`src/timer_pkg.sv`:
```
package timer_pkg;
   // Register byte offsets on the APB word map
   localparam logic [7:0] OFS_TIMER_CTRL = 8'h00;
   localparam logic [7:0] OFS_COUNTER = 8'h04;
   localparam logic [7:0] OFS_PERIOD = 8'h08;
   localparam logic [7:0] OFS_CH0_CTRL = 8'h0C;
   localparam logic [7:0] OFS_CH0_VALUE = 8'h10;
   localparam logic [7:0] OFS_CH1_CTRL = 8'h14;
   localparam logic [7:0] OFS_CH1_VALUE = 8'h18;

   // timer_ctrl_status fields
   localparam int BIT_OVF_FLAG = 7;
   localparam int BIT_OVF_IE = 6;
   localparam int BIT_HALT = 5;
   localparam int BIT_CNT_RESET = 4;
   localparam int PS_MSB = 2;
   localparam int PS_LSB = 0;

   // chan_ctrl_status fields
   localparam int BIT_CH_FLAG = 7;
   localparam int BIT_CH_IE = 6;
   localparam int BIT_MODE_HIGH = 5;
   localparam int BIT_MODE_LOW = 4;
   localparam int EDGE_MSB = 3;
   localparam int EDGE_LSB = 2;
   localparam int BIT_TOV = 1;
   localparam int BIT_FULL = 0;

   // Reset values
   localparam logic RST_HALT = 1'b1;
   localparam logic [15:0] RST_PERIOD = 16'hFFFF;

   // Encodings
   localparam logic [1:0] EDGE_NONE = 2'h0;
   localparam logic [1:0] EDGE_TOGGLE = 2'h1;
   localparam logic [1:0] EDGE_CLEAR = 2'h2;
   localparam logic [1:0] EDGE_SET = 2'h3;
   localparam logic [2:0] PS_EXTERNAL = 3'h7;
   localparam int PRE_W = 6;
endpackage

```
`src/chan_if.sv`:
```
`timescale 1ns/1ps
`default_nettype none
interface chan_if #(parameter int CNT_W = 16) ();
   logic ovf;
   logic cnt_tick;
   logic [CNT_W-1:0] count_next;
   logic [CNT_W-1:0] compare_value;
   logic enable;
   logic [1:0] edge_sel;
   logic tov;
   logic full_duty;
   logic hit;
   logic pin;
   logic pin_oe;
   modport timer (output ovf, cnt_tick, count_next, compare_value, enable, edge_sel, tov, full_duty,
                  input hit, pin, pin_oe);
   modport chan (input ovf, cnt_tick, count_next, compare_value, enable, edge_sel, tov, full_duty,
                 output hit, pin, pin_oe);
endinterface
`default_nettype wire

```
`src/pwm_timer.sv`:
```
// Decided for this implementation: the register addresses and the APB interface to the registers.
`timescale 1ns/1ps
`default_nettype none
// Operation
// [RULE1] Unbuffered compare uses the channel value as it stands, effective at once.
// [RULE2] Unsynchronised rewrites may miss compares for two periods; not guarded.
// [RULE3] Channel compare match raises the channel event and its request.
// [RULE4] Counter period completion raises the overflow event and its request.
// [RULE5] Software writes smaller values on compare, larger on overflow.
// [RULE6] Link bit on channel 0 joins both channels onto the channel 0 pin.
// [RULE7] After linking, channel 0 value controls until channel 1 written and overflow.
// [RULE8] At each overflow control passes to the value pair written last.
// [RULE9] Linked: channel 0 control rules, channel 1 control ignored, its pin released.
// [RULE10] Writing the active value pair while linked acts at once.
// [RULE11] Toggle-on-overflow toggles the pin when the counter hits the period limit.
// [RULE12] Pulse runs overflow to compare; clear gives high pulse, set low pulse.
// [RULE13] Period is period limit plus one prescaled clocks.
// [RULE14] Duty equals compare value over period count.
// [RULE15] Mode code 0:1 unbuffered, 1:0 buffered compare or PWM.
// [RULE16] Edge code 1:0 clears, 1:1 sets the pin on compare.
// [RULE17] Software initialises: halt, reset, period, width, mode bits, then run.
// [RULE18] Link bit takes precedence over the low mode bit.
// [RULE19] Without toggle-on-overflow the pin never toggles, giving zero duty; here the set edge code holds the pin high instead.
// [RULE20] Full duty force with toggle-on-overflow holds the pin at full duty.
// [RULE21] Software should not use toggle-on-compare for PWM.
// [RULE22] Overflow sets the overflow flag; request when its enable is set.
// [RULE23] Each channel compare sets its flag; request when its enable is set.
// [RULE24] Counter reset bit clears counter and prescaler, self-clears, reads zero.
// [RULE25] Counter wraps to zero after the limit and holds while halted.
module pwm_timer #(
   parameter int CNT_W = 16
) (
   input wire logic ref_clk,
   input wire logic nrst,
   input wire logic [7:0] paddr,
   input wire logic psel,
   input wire logic penable,
   input wire logic pwrite,
   input wire logic [31:0] pwdata,
   output logic [31:0] prdata,
   output logic pready,
   output logic pslverr,
   output logic chan0_pin,
   output logic chan0_pin_oe,
   output logic chan1_pin,
   output logic chan1_pin_oe,
   output logic overflow_irq,
   output logic [1:0] chan_irq
);
   if (CNT_W < 8 || CNT_W > 16) begin : g_bad_width
      $error("CNT_W must lie between 8 and 16");
   end

   // Control and status
   logic overflow_flag;
   logic ovf_arm;
   logic overflow_irq_enable;
   logic counter_halt;
   logic [2:0] prescale_sel;
   logic [CNT_W-1:0] period_limit_pair;
   logic [CNT_W-1:0] count;
   logic [timer_pkg::PRE_W-1:0] pre_cnt;
   logic [timer_pkg::PRE_W-1:0] pre_mask;
   logic tick;
   logic at_limit;
   logic ovf_event;
   logic [CNT_W-1:0] next_count;

   // Channel state
   logic link_buffered_mode_bit;
   logic [1:0] chan_event_flag;
   logic [1:0] chan_arm;
   logic [1:0] chan_irq_enable;
   logic [1:0] chan_mode_low_bit;
   logic [1:0] chan_edge_level_high;
   logic [1:0] chan_edge_level_low;
   logic [1:0] toggle_on_overflow;
   logic [1:0] full_duty_force;
   logic [CNT_W-1:0] chan_value_pair [2];
   logic active_sel;
   logic last_written;
   logic next_last;

   // Bus decode
   logic access;
   logic wr;
   logic rd;
   logic addr_ok;
   logic [31:0] rd_word;
   logic wr_ctrl;
   logic wr_period;
   logic [1:0] wr_ch_ctrl;
   logic [1:0] wr_ch_val;
   logic [1:0] rd_ch_ctrl;
   logic rd_ctrl;
   logic cnt_reset;

   chan_if #(.CNT_W(CNT_W)) ch_if [2] ();

   assign access = psel && penable;
   assign wr = access && pwrite && addr_ok;
   assign rd = access && !pwrite && addr_ok;
   assign pready = 1'b1;
   assign pslverr = access && !addr_ok;

   always_comb begin
      rd_word = 32'h0000_0000;
      addr_ok = 1'b1;
      case (paddr)
         timer_pkg::OFS_TIMER_CTRL: begin
            rd_word[timer_pkg::BIT_OVF_FLAG] = overflow_flag;
            rd_word[timer_pkg::BIT_OVF_IE] = overflow_irq_enable;
            rd_word[timer_pkg::BIT_HALT] = counter_halt;
            rd_word[timer_pkg::PS_MSB:timer_pkg::PS_LSB] = prescale_sel;
         end
         timer_pkg::OFS_COUNTER: rd_word[CNT_W-1:0] = count;
         timer_pkg::OFS_PERIOD: rd_word[CNT_W-1:0] = period_limit_pair;
         timer_pkg::OFS_CH0_CTRL, timer_pkg::OFS_CH1_CTRL: begin
            // Address bit 4 tells the two channel words apart; channel 0 view reports the linked function
            rd_word[timer_pkg::BIT_CH_FLAG] = chan_event_flag[paddr[4]]; // [RULE9]
            rd_word[timer_pkg::BIT_CH_IE] = chan_irq_enable[paddr[4]];
            rd_word[timer_pkg::BIT_MODE_HIGH] = !paddr[4] && link_buffered_mode_bit;
            rd_word[timer_pkg::BIT_MODE_LOW] = chan_mode_low_bit[paddr[4]];
            rd_word[timer_pkg::EDGE_MSB] = chan_edge_level_high[paddr[4]];
            rd_word[timer_pkg::EDGE_LSB] = chan_edge_level_low[paddr[4]];
            rd_word[timer_pkg::BIT_TOV] = toggle_on_overflow[paddr[4]];
            rd_word[timer_pkg::BIT_FULL] = full_duty_force[paddr[4]];
         end
         timer_pkg::OFS_CH0_VALUE: rd_word[CNT_W-1:0] = chan_value_pair[0];
         timer_pkg::OFS_CH1_VALUE: rd_word[CNT_W-1:0] = chan_value_pair[1];
         default: addr_ok = 1'b0;
      endcase
   end

   always_comb begin
      wr_ctrl = wr && paddr == timer_pkg::OFS_TIMER_CTRL;
      rd_ctrl = rd && paddr == timer_pkg::OFS_TIMER_CTRL;
      wr_period = wr && paddr == timer_pkg::OFS_PERIOD;
      wr_ch_ctrl[0] = wr && paddr == timer_pkg::OFS_CH0_CTRL;
      wr_ch_ctrl[1] = wr && paddr == timer_pkg::OFS_CH1_CTRL;
      rd_ch_ctrl[0] = rd && paddr == timer_pkg::OFS_CH0_CTRL;
      rd_ch_ctrl[1] = rd && paddr == timer_pkg::OFS_CH1_CTRL;
      wr_ch_val[0] = wr && paddr == timer_pkg::OFS_CH0_VALUE;
      wr_ch_val[1] = wr && paddr == timer_pkg::OFS_CH1_VALUE;
      cnt_reset = wr_ctrl && pwdata[timer_pkg::BIT_CNT_RESET];
   end

   // Read data is latched in the setup cycle so prdata comes from a flop
   always_ff @(posedge ref_clk or negedge nrst) begin
      if (!nrst) begin
         prdata <= 32'h0000_0000;
      end else if (psel && !penable && !pwrite) begin
         prdata <= rd_word;
      end
   end

   always_ff @(posedge ref_clk or negedge nrst) begin
      if (!nrst) begin
         overflow_irq_enable <= 1'b0;
         counter_halt <= timer_pkg::RST_HALT;
         prescale_sel <= 3'h0;
      end else if (wr_ctrl) begin
         overflow_irq_enable <= pwdata[timer_pkg::BIT_OVF_IE];
         counter_halt <= pwdata[timer_pkg::BIT_HALT];
         prescale_sel <= pwdata[timer_pkg::PS_MSB:timer_pkg::PS_LSB];
      end
   end

   always_ff @(posedge ref_clk or negedge nrst) begin
      if (!nrst) begin
         period_limit_pair <= timer_pkg::RST_PERIOD[CNT_W-1:0];
      end else if (wr_period) begin
         period_limit_pair <= pwdata[CNT_W-1:0];
      end
   end

   // Prescaler: divide by 2**sel; the external clock code gives no ticks here
   assign pre_mask = ~({timer_pkg::PRE_W{1'b1}} << prescale_sel);
   assign tick = !counter_halt && prescale_sel != timer_pkg::PS_EXTERNAL && (pre_cnt & pre_mask) == pre_mask;
   assign at_limit = count == period_limit_pair;
   assign ovf_event = tick && at_limit; // [RULE4] [RULE13]
   assign next_count = at_limit ? '0 : CNT_W'(count + 1'b1); // [RULE25]

   always_ff @(posedge ref_clk or negedge nrst) begin
      if (!nrst) begin
         pre_cnt <= '0;
      end else if (cnt_reset) begin
         pre_cnt <= '0; // [RULE24]
      end else if (!counter_halt) begin
         pre_cnt <= pre_cnt + 1'b1;
      end
   end

   always_ff @(posedge ref_clk or negedge nrst) begin
      if (!nrst) begin
         count <= '0;
      end else if (cnt_reset) begin
         count <= '0; // [RULE24]
      end else if (tick) begin
         count <= next_count; // [RULE13] [RULE25]
      end
   end

   // Flag clears only after a read that saw it set; a new event wins over the clear
   always_ff @(posedge ref_clk or negedge nrst) begin
      if (!nrst) begin
         overflow_flag <= 1'b0;
         ovf_arm <= 1'b0;
      end else if (ovf_event) begin
         overflow_flag <= 1'b1; // [RULE22]
         ovf_arm <= 1'b0;
      end else if (wr_ctrl) begin
         if (ovf_arm && !pwdata[timer_pkg::BIT_OVF_FLAG]) begin
            overflow_flag <= 1'b0;
         end
         ovf_arm <= 1'b0;
      end else if (rd_ctrl && prdata[timer_pkg::BIT_OVF_FLAG]) begin
         ovf_arm <= 1'b1;
      end
   end

   assign overflow_irq = overflow_flag && overflow_irq_enable; // [RULE4] [RULE22]

   always_ff @(posedge ref_clk or negedge nrst) begin
      if (!nrst) begin
         link_buffered_mode_bit <= 1'b0;
      end else if (wr_ch_ctrl[0]) begin
         link_buffered_mode_bit <= pwdata[timer_pkg::BIT_MODE_HIGH]; // [RULE6]
      end
   end

   // Buffered select: last write picks, switch lands only on overflow
   always_comb begin
      next_last = last_written;
      if (wr_ch_val[1]) begin
         next_last = 1'b1;
      end else if (wr_ch_val[0]) begin
         next_last = 1'b0;
      end
   end

   always_ff @(posedge ref_clk or negedge nrst) begin
      if (!nrst) begin
         last_written <= 1'b0;
         active_sel <= 1'b0;
      end else if (!link_buffered_mode_bit) begin
         last_written <= 1'b0; // [RULE7]
         active_sel <= 1'b0;
      end else begin
         last_written <= next_last;
         if (ovf_event) begin
            active_sel <= next_last; // [RULE8]
         end
      end
   end

   for (genvar i = 0; i < 2; i++) begin : g_chan
      always_ff @(posedge ref_clk or negedge nrst) begin
         if (!nrst) begin
            chan_irq_enable[i] <= 1'b0;
            chan_mode_low_bit[i] <= 1'b0;
            chan_edge_level_high[i] <= 1'b0;
            chan_edge_level_low[i] <= 1'b0;
            toggle_on_overflow[i] <= 1'b0;
            full_duty_force[i] <= 1'b0;
         end else if (wr_ch_ctrl[i]) begin
            chan_irq_enable[i] <= pwdata[timer_pkg::BIT_CH_IE];
            chan_mode_low_bit[i] <= pwdata[timer_pkg::BIT_MODE_LOW];
            chan_edge_level_high[i] <= pwdata[timer_pkg::EDGE_MSB];
            chan_edge_level_low[i] <= pwdata[timer_pkg::EDGE_LSB];
            toggle_on_overflow[i] <= pwdata[timer_pkg::BIT_TOV];
            full_duty_force[i] <= pwdata[timer_pkg::BIT_FULL];
         end
      end

      always_ff @(posedge ref_clk or negedge nrst) begin
         if (!nrst) begin
            chan_value_pair[i] <= '0;
         end else if (wr_ch_val[i]) begin
            chan_value_pair[i] <= pwdata[CNT_W-1:0]; // [RULE10]
         end
      end

      always_ff @(posedge ref_clk or negedge nrst) begin
         if (!nrst) begin
            chan_event_flag[i] <= 1'b0;
            chan_arm[i] <= 1'b0;
         end else if (ch_if[i].hit) begin
            chan_event_flag[i] <= 1'b1; // [RULE3] [RULE23]
            chan_arm[i] <= 1'b0;
         end else if (wr_ch_ctrl[i]) begin
            if (chan_arm[i] && !pwdata[timer_pkg::BIT_CH_FLAG]) begin
               chan_event_flag[i] <= 1'b0;
            end
            chan_arm[i] <= 1'b0;
         end else if (rd_ch_ctrl[i] && prdata[timer_pkg::BIT_CH_FLAG]) begin
            chan_arm[i] <= 1'b1;
         end
      end

      assign chan_irq[i] = chan_event_flag[i] && chan_irq_enable[i]; // [RULE3] [RULE23]

      assign ch_if[i].ovf = ovf_event;
      assign ch_if[i].cnt_tick = tick;
      assign ch_if[i].count_next = next_count;
      assign ch_if[i].edge_sel = {chan_edge_level_high[i], chan_edge_level_low[i]};
      assign ch_if[i].tov = toggle_on_overflow[i];
      assign ch_if[i].full_duty = full_duty_force[i];
      if (i == 0) begin : g_lead
         // Link bit alone enables buffered mode, whatever the low bit says
         assign ch_if[i].enable = link_buffered_mode_bit || chan_mode_low_bit[0]; // [RULE15] [RULE18]
         assign ch_if[i].compare_value = (link_buffered_mode_bit && active_sel) ?
            chan_value_pair[1] : chan_value_pair[0]; // [RULE8] [RULE10] [RULE14]
      end else begin : g_follow
         assign ch_if[i].enable = !link_buffered_mode_bit && chan_mode_low_bit[1]; // [RULE9] [RULE15]
         assign ch_if[i].compare_value = chan_value_pair[1];
      end

      pwm_channel u_chan (
         .ref_clk(ref_clk),
         .nrst(nrst),
         .io(ch_if[i])
      );
   end

   assign chan0_pin = ch_if[0].pin;
   assign chan0_pin_oe = ch_if[0].pin_oe; // [RULE6]
   assign chan1_pin = ch_if[1].pin;
   assign chan1_pin_oe = ch_if[1].pin_oe; // [RULE9]

   a_wrap_zero: assert property (@(posedge ref_clk) disable iff (!nrst) // [RULE25]
      tick && at_limit && !cnt_reset |=> count == '0)
      else $error("counter did not wrap to zero");
   a_halt_hold: assert property (@(posedge ref_clk) disable iff (!nrst) // [RULE25]
      counter_halt && !cnt_reset |=> $stable(count))
      else $error("counter moved while halted");
   a_reset_bit: assert property (@(posedge ref_clk) disable iff (!nrst) // [RULE24]
      cnt_reset |=> count == '0 && pre_cnt == '0 && !prdata[timer_pkg::BIT_CNT_RESET])
      else $error("counter reset bit failed");
   a_ovf_flag_set: assert property (@(posedge ref_clk) disable iff (!nrst) // [RULE22]
      ovf_event |=> overflow_flag ##0 (overflow_irq == overflow_irq_enable))
      else $error("overflow flag or request missing");
   a_chan_flag_set: assert property (@(posedge ref_clk) disable iff (!nrst) // [RULE23]
      ch_if[0].hit |=> chan_event_flag[0] && (chan_irq[0] == chan_irq_enable[0]))
      else $error("channel flag or request missing");
   a_link_switch: assert property (@(posedge ref_clk) disable iff (!nrst) // [RULE8]
      link_buffered_mode_bit && ovf_event && $past(link_buffered_mode_bit) |=> active_sel == $past(next_last))
      else $error("buffered select missed overflow");
   a_link_release: assert property (@(posedge ref_clk) disable iff (!nrst) // [RULE9]
      link_buffered_mode_bit |-> !chan1_pin_oe && !ch_if[1].hit)
      else $error("channel 1 active while linked");
   a_link_start: assert property (@(posedge ref_clk) disable iff (!nrst) // [RULE7]
      $rose(link_buffered_mode_bit) |-> !active_sel ##1 (active_sel == 1'b0) [*1])
      else $error("linked start not on channel 0 value");
   a_buffer_pick: assert property (@(posedge ref_clk) disable iff (!nrst) // [RULE18]
      link_buffered_mode_bit && tick && next_count == (active_sel ? chan_value_pair[1] : chan_value_pair[0])
         |-> ch_if[0].hit)
      else $error("buffered channel not in control");
endmodule
`default_nettype wire

```
`src/pwm_channel.sv`:
```
`timescale 1ns/1ps
`default_nettype none
module pwm_channel (
   input wire logic ref_clk,
   input wire logic nrst,
   chan_if.chan io
);
   logic next_pin;

   // Compare sees the live value, so a rewrite acts at once
   assign io.hit = io.enable && io.cnt_tick && (io.count_next == io.compare_value); // [RULE1] [RULE2]
   assign io.pin_oe = io.enable && (io.edge_sel != timer_pkg::EDGE_NONE);

   always_comb begin
      next_pin = io.pin;
      if (io.ovf && io.tov) begin
         next_pin = ~io.pin; // [RULE11] [RULE19]
      end
      // Compare is applied after the overflow toggle so a zero value stays at zero duty
      if (io.hit) begin
         case (io.edge_sel)
            timer_pkg::EDGE_CLEAR: next_pin = 1'b0; // [RULE12] [RULE16]
            timer_pkg::EDGE_SET: next_pin = 1'b1; // [RULE12] [RULE16]
            timer_pkg::EDGE_TOGGLE: next_pin = ~next_pin;
            default: next_pin = next_pin;
         endcase
      end
   end

   always_ff @(posedge ref_clk or negedge nrst) begin
      if (!nrst) begin
         io.pin <= 1'b0;
      end else if (!io.enable) begin
         io.pin <= 1'b0;
      end else if (io.full_duty && io.tov) begin
         io.pin <= ~io.edge_sel[0]; // [RULE20]
      end else begin
         io.pin <= next_pin;
      end
   end

   a_clear_on_hit: assert property (@(posedge ref_clk) disable iff (!nrst) // [RULE16]
      io.enable && io.hit && io.edge_sel == timer_pkg::EDGE_CLEAR && !(io.full_duty && io.tov) |=> !io.pin)
      else $error("pin not cleared on compare");
   a_set_on_hit: assert property (@(posedge ref_clk) disable iff (!nrst) // [RULE12]
      io.enable && io.hit && io.edge_sel == timer_pkg::EDGE_SET && !(io.full_duty && io.tov) |=> io.pin)
      else $error("pin not set on compare");
   a_tov_toggle: assert property (@(posedge ref_clk) disable iff (!nrst) // [RULE11]
      io.enable && io.ovf && io.tov && !io.hit && !io.full_duty |=> io.pin != $past(io.pin))
      else $error("pin did not toggle on overflow");
   a_no_tov_hold: assert property (@(posedge ref_clk) disable iff (!nrst) // [RULE19]
      io.enable && !io.tov && !io.hit && $past(io.enable) |=> $stable(io.pin))
      else $error("pin moved without toggle enable");
   a_full_duty_hold: assert property (@(posedge ref_clk) disable iff (!nrst) // [RULE20]
      (io.enable && io.full_duty && io.tov) [*2] |-> io.pin != io.edge_sel[0])
      else $error("full duty level not held");
endmodule
`default_nettype wire

```
`config.mk`:
```
export PLATFORM = sky130hd
export DESIGN_NAME = pwm_timer
export DESIGN_NICKNAME = d
export VERILOG_FILES = /design/src/timer_pkg.sv /design/src/chan_if.sv /design/src/pwm_timer.sv /design/src/pwm_channel.sv
export SDC_FILE = /design/constraint.sdc
export NUM_CORES = 1
export LEC_CHECK = 0
export BUFFER_PORTS_ARGS = -buffer_cell sky130_fd_sc_hd__buf_2
export CAP_MARGIN = 20
export CORE_ASPECT_RATIO = 0.9
export CORE_MARGIN = 8
export CORE_UTILIZATION = 55
export CTS_BUF_LIST = sky130_fd_sc_hd__clkbuf_8
export DETAILED_ROUTE_END_ITERATION = 12
export PLACE_DENSITY = 0.77
export SKIP_CTS_REPAIR_TIMING = 1
export SYNTH_ARGS = -nofsm -noshare
export SYNTH_HDL_FRONTEND = slang
export SYNTH_SLANG_ARGS = --single-unit
```
`constraint.sdc`:
```
create_clock -name ref_clk -period 3 [get_ports ref_clk]
set_clock_uncertainty 0.15 [all_clocks]
set_input_delay 0.15 -clock ref_clk [delete_from_list [all_inputs] [get_ports ref_clk]]
set_output_delay 0.15 -clock ref_clk [all_outputs]
set_load 0.01 [all_outputs]
```
==> results.yml <==
timing:
  slew_headroom_pct: 43.9
  finalHoldViolations: 1
  finalCritPeriodShare_pct: 102
  worst_pin_slew_ps: 841
  rsz0062_at_grt: "true"
  setup_ws_ps: -74.4
  fin_hold_ws_ps: -13.5
  finalCriticalPeriod_ps: 3070
  fmax_ghz: 0.325
  setup_viol: 2
  finalMaxSlewViolations: 0
  tns_ps: -90.4
place:
  pre_cts_ws_ps: -262
  dp_cells: 1009
  gp_congestion: 0.940
  port-buffer-count: 52
  dp_hpwl_mm: 16.9
global_routing:
  antenna_found_initial: 0
  grt_pass1_wl_mm: 35.5
  grt_usage_pct: 26.6
  grt_max_degree: 62
  grt_overflow_total: 0
  first_global_vias: 6485
clocking:
  clock-sinks: 114
  ctsLongestPathBuffers: 2
  cts-root-buf: "clkbuf_8"
  numCtsBuffers: 17
  ctsHtreeMaxLevel: 4
  clock_latency_ps: 460
  path_clk_slew_ps: 80
  cts_tree: "yes"
critical_path:
  crit_fanout: 4
  cp_data_required_time_ps: 3220
  cp-start-kind: "flop"
  critPathKind: "reg -> reg"
  critPathCaptureType: "flop"
  arrival_ps: 3300
floorplanning:
  dieWidth_um: 137
  fp.dieH_um: 125
  pin_count: 86
  start_util_pct: 55.3
  core_area_sq_um: 13100
  rows: 40
  die_area_sq_um: 17100
final_layout:
  fin_cells: 1070
  drive_above_1_share_pct: 38.9
  antennaDiodeCount: 0
  syn_to_final_growth_pct: 25.4
  fin_util_pct: 69.4
  nNetsFinal: 936
routing:
  drtIter0Drc: 725
  drt_pass1_iterations: 7
  drc: 0
  ant_nets: 0
  vias: 6733
  wire_per_inst_um: 21.8
  totalWireLength_mm: 23.4
  vias_per_cell: 6.29
power:
  power.density_nw_per_um2: 430
  vdd_drop_max_mv: 0.706
  power_leakage_nw: 4.31
logic_synthesis:
  synth_area_per_cell_sq_um: 9.79
  synth_area_sq_um: 7260
  synth_enable_flop_cells: 0
  synth-main-ff-cell: "dfrtp_1"
  synthCells: 741
  yosys_register_bits: 114
  async_flop_share_pct: 100
  ys_warn_count: 0
  synth_cell_types: 73
  yosysSeqAreaShare_pct: 39.6
status:
  status: "finished with violations"
  violations: "hold timing, setup timing"
min_path:
  min_path_type: "in -> reg"
flow_run:
  drv_cap: 0
-- synthesized netlist by cell type, drive strengths merged, types with 3 or more instances --
cell	number	area, sq um
dfrtp	97	2430
mux2	78	878
nor2	62	233
nand2	51	194
a21oi	42	210
o21ai	42	210
buf	39	262
xor2	27	244
xnor2	25	219
clkbuf	24	92.6
nand3	24	120
mux2i	22	220
dfstp	17	447
inv	14	52.6
a22oi	13	97.6
nor3	13	75.1
nor4	13	148
nand4	11	87.6
a221oi	10	87.6
and2	10	62.6
a21o	9	67.6
a222oi	8	80.1
nand3b	8	60.1
and3	7	43.8
or3	5	36.3
nand2b	4	25.0
nor2b	4	25.0
o22ai	4	25.0
or2	4	25.0
a31oi	3	18.8
and4	3	26.3
nor3b	3	22.5
o31ai	3	22.5
o32a	3	30.0
or4	3	22.5
-- critical path, stage by stage (launching register included) --
cell	delay (ps)
dfrtp_2	450
nand4_1	180
buf_4	210
nor4_4	400
xnor2_1	190
or4b_1	510
o21ai_1	130
nor2_1	60
and4bb_2	340
buf_6	140
mux2i_2	220
-- metal layers --
metal / vias to the layer above / wire [um] / global-route usage (%)
met1: 3288 / 9340 / 35.3
met2: 398 / 11100 / 41.4
met4: 0 / 883 / 11.7
met5: - / 0 / 0
li1: 2964 / - / -
met3: 83 / 2000 / 4.72
-- layout by cell type, fill, tap and decap left out, types with 4 or more instances in the layout --
cell,instances
o22ai_1,4
nand3b_1,8
nand4_1,8
nand3_1,24
nor3_1,11
buf_2,52
o21ai_0,38
or2_2,4
nand2_1,49
buf_4,100
a221oi_1,9
dfrtp_1,84
nor2_1,61
nand2b_1,4
a222oi_1,8
and2_1,10
clkbuf_8,18
dfstp_2,17
nor4_4,5
nor4_2,6
conb_1,17
and3_1,7
or3_1,4
mux2i_1,21
clkinv_2,5
xor2_1,24
a21oi_1,40
inv_1,15
xnor2_1,22
buf_6,5
dfrtp_2,13
a22oi_1,11
nor2b_1,4
dlygate4sd3_1,18
mux2_2,78
a21o_1,9
-- state kept, by name (all words and copies together), names as in the netlist, 3 cells and up --
register / cells
ch_if.compare_value: 16
pre_cnt: 6
count: 16
prescale_sel: 3
ch_if.edge_sel: 4
prdata: 16
period_limit_pair: 16
chan_value_pair: 16
-- cell type report --
type | count | area, sq um
Clock buffer | 18 | 248
Clock inverter | 14 | 139
Fill cell | 971 | 4010
Inverter | 14 | 52.6
Multi-Input combinational cell | 565 | 4270
Sequential cell | 114 | 2890
Tap cell | 168 | 210
Timing Repair Buffer | 177 | 1290
-- path summary, 6_finish.rpt --
path	start	slack, ps	cells after the start	end
setup / recovery	count[10]$_DFFE_PN0P_	-70	10	g_chan[1].u_chan.io.pin$_DFF_PN0_
hold / removal	penable	-10	5	ovf_arm$_DFFE_PN0P_
setup reg to reg	count[10]$_DFFE_PN0P_	-70	10	g_chan[1].u_chan.io.pin$_DFF_PN0_
hold reg to reg	prdata[2]$_DFFE_PN0P_	330	1	prdata[2]$_DFFE_PN0P_
max in group asynchronous	nrst	1630	3	counter_halt$_DFFE_PN1P_
min in group asynchronous	nrst	190	2	count[9]$_DFFE_PN0P_
-- power breakdown --
group,leakage (nW),internal [mW],total [mW],switching [mW]
Clock,0.200,0.753,1.45,0.694
Sequential,1.49,1.58,1.62,0.0467
Combinational,2.63,0.368,0.840,0.473
-- logic make-up (layout without fill, tap and decap cells) --
group | count (synthesis) | count (layout) | share of synthesized area [%]
buf+inv | 77 | 223 | 5.60
flops | 114 | 114 | 39.6
other cells | 2 | 17 | 0.104
compound gates | 160 | 160 | 14.6
fa+ha+maj | 2 | 2 | 0.345
mux | 100 | 100 | 15.1
simple gates | 232 | 232 | 17.6
xor+xnor | 54 | 54 | 7.00
-- metrics by stage --
| stage | power, mW | instance area (sq um) |
|---|---|---|
| 6_report | 3.91 | 9100 |
| 5_1_grt | 4.04 | 9100 |
| 4_1_cts | 3.76 | 8550 |
| 3_5_place_dp | 2.35 | 8160 |
| 3_3_place_gp | 2.32 | 8160 |
| 2_1_floorplan | 2.06 | 7310 |
No activity file was read; power rests on OpenSTA's default activity.
